===== src/period_timer_pkg.sv =====
// Shared constants, types and decode helpers for the period match timer
package period_timer_pkg;

	// ------------------------------------------------------------
	// Bus geometry and responses
	// ------------------------------------------------------------
	localparam int unsigned AXI_ADDR_W = 8;
	localparam int unsigned AXI_DATA_W = 32;
	localparam logic [1:0] RESP_OKAY = 2'h0;
	localparam logic [1:0] RESP_SLVERR = 2'h2;

	// ------------------------------------------------------------
	// Register byte offsets
	// ------------------------------------------------------------
	localparam logic [7:0] OFS_CONTROL = 8'h00;
	localparam logic [7:0] OFS_COUNT = 8'h04;
	localparam logic [7:0] OFS_PERIOD = 8'h08;
	localparam logic [7:0] OFS_FLAGS = 8'h0C;
	localparam logic [7:0] OFS_ENABLES = 8'h10;

	// ------------------------------------------------------------
	// Field positions
	// ------------------------------------------------------------
	localparam int unsigned CTRL_PRE_LSB = 0;
	localparam int unsigned CTRL_RUN_BIT = 2;
	localparam int unsigned CTRL_POST_LSB = 3;
	localparam int unsigned CTRL_IMPL_W = 7;
	localparam int unsigned FLAG_MATCH_BIT = 1;
	localparam int unsigned ENABLE_MATCH_BIT = 1;

	// ------------------------------------------------------------
	// Values after reset
	// ------------------------------------------------------------
	localparam logic [7:0] COUNT_RESET = 8'h00;
	localparam logic [7:0] PERIOD_RESET = 8'hFF;
	localparam logic [6:0] CONTROL_RESET = 7'h00;
	localparam logic [3:0] POST_RESET = 4'h0;
	localparam logic [3:0] PRE_RESET = 4'h0;

	// ------------------------------------------------------------
	// Prescale codes and last phase of each ratio
	// ------------------------------------------------------------
	localparam logic [1:0] PRE_DIV1 = 2'h0;
	localparam logic [1:0] PRE_DIV4 = 2'h1;
	localparam logic [3:0] PRE_LAST_1 = 4'h0;
	localparam logic [3:0] PRE_LAST_4 = 4'h3;
	localparam logic [3:0] PRE_LAST_16 = 4'hF;

	typedef enum logic [2:0] {
		SEL_NONE,
		SEL_CONTROL,
		SEL_COUNT,
		SEL_PERIOD,
		SEL_FLAGS,
		SEL_ENABLES
	} reg_sel_t;

	function automatic logic [3:0] prescale_last(input logic [1:0] sel);
		case (sel)
			PRE_DIV1: prescale_last = PRE_LAST_1;
			PRE_DIV4: prescale_last = PRE_LAST_4;
			default: prescale_last = PRE_LAST_16;
		endcase
	endfunction : prescale_last

	function automatic reg_sel_t decode_addr(input logic [7:0] addr);
		case (addr)
			OFS_CONTROL: decode_addr = SEL_CONTROL;
			OFS_COUNT: decode_addr = SEL_COUNT;
			OFS_PERIOD: decode_addr = SEL_PERIOD;
			OFS_FLAGS: decode_addr = SEL_FLAGS;
			OFS_ENABLES: decode_addr = SEL_ENABLES;
			default: decode_addr = SEL_NONE;
		endcase
	endfunction : decode_addr

endpackage : period_timer_pkg


===== src/period_match_timer.sv =====
// 8-bit period match timer with prescaler, postscaler and AXI4-Lite slave
//
// Chosen here: the address map and register access over AXI4-Lite.
`timescale 1ns/100ps

module period_match_timer
	import period_timer_pkg::*;
(
	input wire logic clk_i,
	input wire logic reset_n_i,
	input wire logic s_axi_awvalid_i,
	output logic s_axi_awready_o,
	input wire logic [AXI_ADDR_W-1:0] s_axi_awaddr_i,
	input wire logic s_axi_wvalid_i,
	output logic s_axi_wready_o,
	input wire logic [AXI_DATA_W-1:0] s_axi_wdata_i,
	input wire logic [3:0] s_axi_wstrb_i,
	output logic s_axi_bvalid_o,
	input wire logic s_axi_bready_i,
	output logic [1:0] s_axi_bresp_o,
	input wire logic s_axi_arvalid_i,
	output logic s_axi_arready_o,
	input wire logic [AXI_ADDR_W-1:0] s_axi_araddr_i,
	output logic s_axi_rvalid_o,
	input wire logic s_axi_rready_i,
	output logic [AXI_DATA_W-1:0] s_axi_rdata_o,
	output logic [1:0] s_axi_rresp_o,
	output logic match_pulse_o,
	output logic irq_o
);

	// ------------------------------------------------------------
	// State
	// ------------------------------------------------------------
	typedef struct packed {
		logic aw_rdy;
		logic w_rdy;
		logic aw_got;
		logic w_got;
		logic [7:0] waddr;
		logic [7:0] wdata;
		logic wstrb0;
		logic bvalid;
		logic [1:0] bresp;
		logic ar_rdy;
		logic rvalid;
		logic [1:0] rresp;
		logic [7:0] rdata;
		logic [6:0] control;
		logic [7:0] count;
		logic [7:0] period;
		logic match_flag;
		logic match_irq_enable;
		logic [3:0] post_count;
		logic match_pulse;
		logic irq;
	} timer_state_t;

	localparam timer_state_t RESET_ST = '{
		aw_rdy: 1'b1,
		w_rdy: 1'b1,
		ar_rdy: 1'b1,
		control: CONTROL_RESET,
		count: COUNT_RESET,
		period: PERIOD_RESET,
		post_count: POST_RESET,
		default: '0
	};

	timer_state_t st;
	timer_state_t next_st;

	reg_sel_t wr_sel;
	reg_sel_t rd_sel;
	logic commit;
	logic wr_en;
	logic ctrl_wr;
	logic cnt_wr;
	logic flags_wr;
	logic scaler_clear;
	logic pre_tick;
	logic wrap;
	logic flag_set;
	logic timer_run_bit;
	logic [1:0] clock_prescale_select;
	logic [3:0] output_postscale_select;

	// ------------------------------------------------------------
	// Read multiplexer
	// ------------------------------------------------------------
	function automatic logic [7:0] read_value(input reg_sel_t sel,
		input timer_state_t s);
		logic [7:0] v;
		v = 8'h00;
		case (sel)
			SEL_CONTROL: v[CTRL_IMPL_W-1:0] = s.control;
			SEL_COUNT: v = s.count;
			SEL_PERIOD: v = s.period;
			SEL_FLAGS: v[FLAG_MATCH_BIT] = s.match_flag;
			SEL_ENABLES: v[ENABLE_MATCH_BIT] = s.match_irq_enable;
			default: v = 8'h00;
		endcase
		return v;
	endfunction : read_value

	// ------------------------------------------------------------
	// Control fields
	// ------------------------------------------------------------
	assign timer_run_bit = st.control[CTRL_RUN_BIT];
	assign clock_prescale_select = st.control[CTRL_PRE_LSB +: 2];
	assign output_postscale_select = st.control[CTRL_POST_LSB +: 4];

	// ------------------------------------------------------------
	// Write decode and match detect
	// ------------------------------------------------------------
	// Outside the next-state process, so no loop via the prescaler
	assign wr_sel = decode_addr(st.waddr);
	assign rd_sel = decode_addr(s_axi_araddr_i);
	assign commit = st.aw_got && st.w_got && !st.bvalid;
	assign wr_en = commit && st.wstrb0 && (wr_sel != SEL_NONE);
	assign ctrl_wr = wr_en && (wr_sel == SEL_CONTROL);
	assign cnt_wr = wr_en && (wr_sel == SEL_COUNT);
	assign flags_wr = wr_en && (wr_sel == SEL_FLAGS);
	// scalers clear on count or control write
	assign scaler_clear = ctrl_wr || cnt_wr;
	assign wrap = pre_tick && !cnt_wr && (st.count == st.period);
	// ratio is field value plus one
	assign flag_set = wrap && (st.post_count == output_postscale_select);

	// ------------------------------------------------------------
	// Prescaler
	// ------------------------------------------------------------
	prescale_divider u_prescale (
		.clk_i(clk_i),
		.reset_n_i(reset_n_i),
		.clear_i(scaler_clear),
		.run_i(timer_run_bit),
		.select_i(clock_prescale_select),
		.tick_o(pre_tick)
	);

	// ------------------------------------------------------------
	// Next state
	// ------------------------------------------------------------
	always_comb
	begin
		next_st = st;

		// Write address and data, taken in either order
		if (st.aw_rdy && s_axi_awvalid_i)
		begin
			next_st.aw_rdy = 1'b0;
			next_st.aw_got = 1'b1;
			next_st.waddr = s_axi_awaddr_i;
		end
		if (st.w_rdy && s_axi_wvalid_i)
		begin
			next_st.w_rdy = 1'b0;
			next_st.w_got = 1'b1;
			next_st.wdata = s_axi_wdata_i[7:0];
			next_st.wstrb0 = s_axi_wstrb_i[0];
		end
		if (commit)
		begin
			next_st.aw_got = 1'b0;
			next_st.w_got = 1'b0;
			next_st.bvalid = 1'b1;
			next_st.bresp = (wr_sel == SEL_NONE) ? RESP_SLVERR : RESP_OKAY;
		end
		else if (st.bvalid && s_axi_bready_i)
		begin
			next_st.bvalid = 1'b0;
			next_st.aw_rdy = 1'b1;
			next_st.w_rdy = 1'b1;
		end

		// Read channel, one outstanding
		if (st.ar_rdy && s_axi_arvalid_i)
		begin
			next_st.ar_rdy = 1'b0;
			next_st.rvalid = 1'b1;
			next_st.rdata = read_value(rd_sel, st);
			next_st.rresp = (rd_sel == SEL_NONE) ? RESP_SLVERR : RESP_OKAY;
		end
		else if (st.rvalid && s_axi_rready_i)
		begin
			next_st.rvalid = 1'b0;
			next_st.ar_rdy = 1'b1;
		end

		// Plain register writes
		if (ctrl_wr)
			next_st.control = st.wdata[CTRL_IMPL_W-1:0];
		if (wr_en && (wr_sel == SEL_PERIOD))
			next_st.period = st.wdata;
		if (wr_en && (wr_sel == SEL_ENABLES))
			next_st.match_irq_enable = st.wdata[ENABLE_MATCH_BIT];

		if (cnt_wr)
			next_st.count = st.wdata;
		else if (wrap)
			next_st.count = COUNT_RESET;
		else if (pre_tick)
			next_st.count = st.count + 8'h01;

		next_st.match_pulse = wrap;

		if (scaler_clear)
			next_st.post_count = POST_RESET;
		else if (flag_set)
			next_st.post_count = POST_RESET;
		else if (wrap)
			next_st.post_count = st.post_count + 4'h1;

		if (flag_set)
			next_st.match_flag = 1'b1;
		else if (flags_wr)
			next_st.match_flag = st.wdata[FLAG_MATCH_BIT];

		next_st.irq = st.match_flag && st.match_irq_enable;
	end

	// ------------------------------------------------------------
	// Registers
	// ------------------------------------------------------------
	always_ff @(posedge clk_i)
	begin
		if (!reset_n_i)
			st <= RESET_ST;
		else
			st <= next_st;
	end

	// ------------------------------------------------------------
	// Outputs
	// ------------------------------------------------------------
	assign s_axi_awready_o = st.aw_rdy;
	assign s_axi_wready_o = st.w_rdy;
	assign s_axi_bvalid_o = st.bvalid;
	assign s_axi_bresp_o = st.bresp;
	assign s_axi_arready_o = st.ar_rdy;
	assign s_axi_rvalid_o = st.rvalid;
	assign s_axi_rdata_o = {24'h000000, st.rdata};
	assign s_axi_rresp_o = st.rresp;
	assign match_pulse_o = st.match_pulse;
	assign irq_o = st.irq;
endmodule : period_match_timer


===== src/prescale_divider.sv =====
// Input clock prescaler producing one tick per selected ratio
`timescale 1ns/100ps
module prescale_divider
	import period_timer_pkg::*;
(
	input wire logic clk_i,
	input wire logic reset_n_i,
	input wire logic clear_i,
	input wire logic run_i,
	input wire logic [1:0] select_i,
	output logic tick_o
);

	typedef struct packed {
		logic [3:0] phase;
	} div_state_t;

	div_state_t st;
	div_state_t next_st;
	logic at_last;

	// ------------------------------------------------------------
	// Phase counter
	// ------------------------------------------------------------
	always_comb
	begin
		next_st = st;
		at_last = (st.phase >= prescale_last(select_i));
		tick_o = run_i && !clear_i && at_last;
		if (clear_i || tick_o)
			next_st.phase = PRE_RESET;
		else if (run_i)
			next_st.phase = st.phase + 4'h1;
	end

	always_ff @(posedge clk_i)
	begin
		if (!reset_n_i)
			st <= '{phase: PRE_RESET};
		else
			st <= next_st;
	end
endmodule : prescale_divider


===== config.mk =====
export PLATFORM = sky130hd
export DESIGN_NAME = period_match_timer
export DESIGN_NICKNAME = d
export VERILOG_FILES = /design/src/period_timer_pkg.sv /design/src/period_match_timer.sv /design/src/prescale_divider.sv
export SDC_FILE = /design/constraint.sdc
export NUM_CORES = 1
export LEC_CHECK = 0
export ABC_CLOCK_PERIOD_IN_PS = 2800
export CORE_ASPECT_RATIO = 1.2
export CORE_MARGIN = 2
export CORE_UTILIZATION = 35
export CTS_CLUSTER_SIZE = 12
export DETAILED_ROUTE_END_ITERATION = 12
export DONT_BUFFER_PORTS = 1
export PLACE_DENSITY = 0.5
export RECOVER_POWER = 25
export SYNTH_ARGS = -nofsm -noshare
export SYNTH_HDL_FRONTEND = slang
export SYNTH_SLANG_ARGS = --single-unit

===== constraint.sdc =====
create_clock -name clk_i -period 2.8 [get_ports clk_i]
set_clock_uncertainty 0.05 [all_clocks]
set_input_delay 0.14 -clock clk_i [delete_from_list [all_inputs] [get_ports clk_i]]
set_output_delay 0.14 -clock clk_i [all_outputs]
set_load 0.01 [all_outputs]

==> Word-level counts from Yosys, hierarchy flattened <==
Cells that the tools add are included.
{ "word_totals": {"regBits": 71, "input_bits": 59, "out_inout_bits": 43, "word_cells": 108} }
{ "classes": {"addsub": 3, "n_lt_le_gt_ge": 1, "n_eq_ne": 21, "mux": 22, "n_bitwise": 1, "n_reduce_logical": 38} }
{ "ops": {"columns": ["operator", "n"], "rows": [
  ["$eq A8 B4 Y1 const B", 4],
  ["$pmux W3 S5", 2],
  ["$mux W8", 3],
  ["$logic_and A1 B1 Y1", 20],
  ["$eq A8 B3 Y1 const B", 2],
  ["$eq A8 B5 Y1 const B", 2],
  ["$logic_not A8 Y1", 2],
  ["$pmux W5 S3", 1],
  ["$eq A3 B2 Y1 const B", 4],
  ["$eq A3 B3 Y1 const B", 4],
  ["$mux W2", 6],
  ["$add A4 B1 Y4 const B", 2],
  ["$add A8 B1 Y8 const B", 1],
  ["$eq A8 B8 Y1", 1],
  ["$pmux W4 S2", 1],
  ["$eq A3 B1 Y1 const B", 2],
  ["$logic_not A3 Y1", 2],
  ["$mux W1", 6],
  ["$reduce_bool A2 Y1", 3],
  ["$reduce_bool A3 Y1", 2],
  ["$pmux W1 S5", 1],
  ["$eq A4 B4 Y1", 1],
  ["$ge A4 B4 Y1", 1],
  ["$reduce_or A2 Y1", 2],
  ["8 further kinds", 11]
]} }

==> Longest topological paths before layout <==
{ "depth": {"word_depth": 13, "ltp_mapped": 9, "ltp_nobuf": 8} }

==> Cells and area by module <==
From an unflattened synthesis, not the netlist that was laid out.
{ "hier_totals": {"hier_cells": 426, "hier_area_um2": 3608.5} }
{ "by_module_without_submodules": {"columns": ["mod", "instances", "cells_per_inst", "area_each_um2", "seq_area_each_um2"], "rows": [
  ["period_match_timer", 1, 390, 3276.9, 1301.2],
  ["prescale_divider", 1, 36, 331.6, 80.1]
]} }

==> Least setup slack after synthesis <==
Ideal clock, no wire load.
{ "synth_path": {"path_type": "register to register", "from": "register st (netlist bit clock_prescale_select[0])", "to": "register st[3] (netlist bit)", "setup_time_ns": 0.065, "arrival_time_ns": 2.250, "required_ns": 2.685, "setup_slack_ns": 0.436, "stages_incl_launch_ff": 10, "n_path_buf": 1, "synth_period_minus_slack_ns": 2.364, "path_cell_list": "dfxtp_1 > or2_2 > ha_1 > nand2b_1 > a2111oi_0 > or2_2 > clkbuf_1 > nor2_1 > a211o_1 > nor2_1"} }
{ "synth_via": {"elab_chain_cells": 8, "elab_cells_between_ends": 9, "cone_classes": "order compare: 1; eq/ne: 1; mux: 1; reduce/logical: 6"} }
{ "synth_rtl": {"columns": ["element", "line_no", "text"], "rows": [
  ["from (decl)", "period_match_timer.sv:70", "timer_state_t st;"],
  ["from (signal assigned)", "period_match_timer.sv:231", "st <= next_st;"],
  ["$eq A2 B1 Y1 / $logic_not A2 Y1 (equally long branches)", "period_timer_pkg.sv:59", "case (sel)"],
  ["$pmux W4 S2 (*)", "period_timer_pkg.sv:59", null],
  ["$ge A4 B4 Y1 (*)", "prescale_divider.sv:28", "at_last = (st.phase >= prescale_last(select_i));"],
  ["$logic_and A1 B1 Y1 (*)", "prescale_divider.sv:29", "tick_o = run_i && !clear_i && at_last;"],
  ["$logic_and A1 B1 Y1 (*) (2 in a row)", "period_match_timer.sv:126", "assign wrap = pre_tick && !cnt_wr && (st.count == st.period);"],
  ["$logic_and A1 B1 Y1", "period_match_timer.sv:128", "assign flag_set = wrap && (st.post_count == output_postscale_select);"],
  ["$reduce_or A3 Y1 (no line)", null, null]
]} }
Every way passes the cells marked *; elsewhere a longest branch is shown, timed or not.
A chain may end at the register's enable or synchronous reset.

==> Worst setup path after layout <==
{ "layout_path": {"from": "register st (netlist bit clock_prescale_select[0])", "to": "register st[20] (netlist bit)"} }
{ "layout_via": {"elab_chain_cells": 8, "elab_cells_between_ends": 10, "cone_classes": "order compare: 1; eq/ne: 1; mux: 3; reduce/logical: 5"} }
{ "layout_rtl": {"columns": ["element", "line_no", "text"], "rows": [
  ["$eq A2 B1 Y1 / $logic_not A2 Y1 (equally long branches)", "period_timer_pkg.sv:59", null],
  ["$pmux W4 S2 (*)", "period_timer_pkg.sv:59", null],
  ["$ge A4 B4 Y1 (*)", "prescale_divider.sv:28", null],
  ["$logic_and A1 B1 Y1 (*)", "prescale_divider.sv:29", null],
  ["$logic_and A1 B1 Y1 (2 in a row)", "period_match_timer.sv:126", null],
  ["$mux W8", "period_match_timer.sv:201", "else if (wrap)"],
  ["$mux W8", "period_match_timer.sv:199", "if (cnt_wr)"]
]} }
Marks and branches as above.

==> impl_metrics.csv <==
group,metric,value,unit
synthesis,netlist.top_cell.by_area,"dfxtp_1",
clock_network,cts_root_buffer,"clkbuf_16",
clock_network,clk_pin_slew,50,ps
drt,drt_iter0_markers,110,
global_route,grt_max_degree,35,
worst_setup_path,crit_fanout,6,
worst_setup_path,startpoint,"clock_prescale_select[0]$_SDFFE_PN0P_",
clock_network,cts_buffers,9,
worst_setup_path,cp.arrival,2730,ps
sta,fin_crit,2560,ps
floorplanning,dieWidth,94.4,um
drt,wirelength,7760,um
layout,final_core_util,41.5,%
layout,fin_area,3950,um^2
hold_path,holdPathStages,2,
layout,seqCellArea,1380,um^2
sta,period_share,91.6,%
floorplanning,start_util,36.1,%
drt,viasPerCell,4.83,
sta,rsz0062_at_grt,"no",
layout,nets,483,
worst_setup_path,r2r_cells,8,
sta,finalHoldViolCount,0,
layout,drive_above_1_share,6.65,%
worst_setup_path,reg2reg_from,"clock_prescale_select[0]$_SDFFE_PN0P_",
sta,maxSlewHeadroom,44.9,%
job,maxCapViolations,0,
clock_network,numClockSinks,69,
place,io_buffers,0,
hold_path,holdCritPathClass,"input port to register",
synthesis,yosys_most_used_dff,"dfxtp_1",
global_route,grt_pass1_vias,2598,
global_route,grt_first_pass_wirelength,13200,um
drt,drc,0,
power_and_ir_drop,ir_worst_vdd,271,uV
clock_network,cts_tree,"built",
floorplanning,fp-row-count,39,
worst_setup_path,rrSetupSlack,240,ps
drt,drtAntennaViolNets,0,
sta,setup_viol,0,
synthesis,yosys_warnings,0,
synthesis,yosys.area.top_type_share,40.3,%
layout,nFillCells,965,
synthesis,syn_area,3430,um^2
place,gp_congestion,0.796,
sta,slew_viol_final,0,
sta,holdWs,12.5,ps
layout,multi_input_area,1780,um^2
worst_setup_path,crit_type,"register to register",
layout,diodes,0,
synthesis,ys_ff_latch,69,
clock_network,cts_resized,0,
sta,setup_tns,0,ps
floorplanning,core,9520,um^2
drt,num_vias,2628,
sta,max_clock_freq,390,MHz
drt,drt_first_pass_iters,4,
floorplanning,dieArea,10600,um^2
drt,wl_per_cell,14.3,um
worst_setup_path,cp-start-kind,"register",
floorplanning,io_pins,102,
power_and_ir_drop,leakage,1.54,nW
worst_setup_path,timing.rr.end,"st[20]$_SDFFE_PN0P_",
sta,worst_pin_slew,821,ps
synthesis,synth_edf_count,0,
synthesis,syn_inst,402,
worst_setup_path,critPathRequiredTime,2960,ps
global_route,antenna_found_initial,0,
synthesis,syn_area_per_cell,8.53,um^2
clock_network,clockBufferDepth,2,
synthesis,synth-async-reset-ratio,0,%
clock_network,insertion_delay,330,ps
synthesis,ys_seq_area_share,40.3,%
place,hpwl,5530,um
layout,area_growth,15.1,%
clock_network,htreeDepth,3,
global_route,grtUsageTotal,16.1,%
floorplanning,die_y,112,um
power_and_ir_drop,pwr_density_cell,586,nW/um^2
synthesis,ys_top_cells_by_area,"dfxtp_1 40%, buf_4 7.9%, mux2i_1 7.3%",
global_route,grt-ovfl-total,0,
synthesis,synth_cell_types,45,
hold_path,hold_end,"s_axi_bvalid_o$_SDFFE_PN0P_",
place,placed_area,3380,um^2
outcome,status,"finished, final reports clean",
hold_path,holdCritStartpoint,"reset_n_i",
worst_setup_path,critPathCaptureType,"register",
## cell usage after synthesis, types with 2 or more instances
master,number
ha_1,7
mux2i_1,25
a22oi_1,6
nand2_1,55
or2_2,3
dfxtp_1,69
nand3_1,14
o21ai_0,12
nor2b_1,5
clkbuf_1,16
and3b_1,2
nand4_1,6
nor2_1,38
buf_4,36
nor3_1,4
nor4_1,7
xnor2_1,8
xor2_1,16
nand2b_1,6
inv_1,6
a221o_1,5
and2_1,3
a31oi_1,2
a21oi_1,29
nand4b_1,2
## final cells by class
cell class                      count  share of cell area (%)
Clock inverter                      3                    1.14
Multi-Input combinational cell    298                    45.1
Sequential cell                    69                    35.0
Timing Repair Buffer               32                    7.70
Tap cell                          123                    3.90
Inverter                            7                   0.665
Clock buffer                       12                    6.49
## worst max-delay path by stage
stage	to	slack, ps	cells after the start
after CTS	st[20]$_SDFFE_PN0P_	210	8
after global routing	st[20]$_SDFFE_PN0P_	40	8
after floorplan	st[3]$_SDFFE_PP0N_	440	9
after detailed placement	st[20]$_SDFFE_PN0P_	210	8
after global placement	st[18]$_SDFFE_PN0P_	210	8
final	st[20]$_SDFFE_PN0P_	240	8
## flip-flops by register name, indices dropped and copies added (netlist names), 2 cells and up
register and flops:
output_postscale_select 4, u_prescale.st 4, st 42, clock_prescale_select 2
s_axi_rdata_o 8
## cells by family after synthesis
family | Yosys count | share of synthesized area (%)
DFF | 69 | 40.3
xor gates and xnor gates | 24 | 6.13
other | 1 | 0.109
buffers and inverters | 60 | 10.5
adders and majority gates | 7 | 2.55
and+or+nand+nor | 154 | 21.7
muxes | 26 | 7.95
AOI/OAI and AO/OA | 61 | 10.8
## layout by cell type (no fill, tap or decap), types with 3 or more instances in the layout
cell	count
xnor2_1	8
xor2_1	16
nor3_1	4
mux2i_1	25
nand2_1	55
or2_2	3
inv_1	6
dfxtp_1	69
nor2b_1	5
ha_1	7
buf_4	4
clkbuf_16	9
a221o_1	5
dlygate4sd3_1	27
nand4_1	6
nor4_1	7
conb_1	26
nand2b_1	6
o21ai_0	12
nand3_1	14
a22oi_1	6
nor2_1	38
a21oi_1	29
## power by group
group	switching (W)	internal, W	total (W)
Clock	0.000402	0.000733	0.00113
Combinational	0.0000800	0.0000608	0.000141
Sequential	0.0000314	0.00101	0.00104
Total	0.000514	0.00180	0.00231
## critical path, stage by stage, from the launching register on
cell       delay [ps]
dfxtp_1           320
or2_2             310
ha_1              260
nand2b_1          130
a2111oi_0         520
nor2_1            240
nand4_1           260
nor2_1             90
a221o_1           260
## per-layer routing
metal  vias to the layer above  wire length (um)  global-route usage (%)
met2                        60              3770                    26.2
met1                      1211              3540                    20.4
met3                         7               341                    3.96
met5                         -                 0                       0
met4                         0               109                    6.09
li1                       1350                 -                       -
## what timing repair did
action,CTS,global route
hold endpoints to repair,36,0
setup buffers,0,0
hold buffers,27,0
## per-stage QoR
stage               setup WS (ps)  cells  power (W)
finish                        236    544    0.00231
detailed placement            213    502    0.00116
CTS                           215    544    0.00235
floorplan                     436    427    0.00117
global placement              205    502    0.00116
global route                 39.1    544    0.00242
Power figures use the tool's default switching activity.
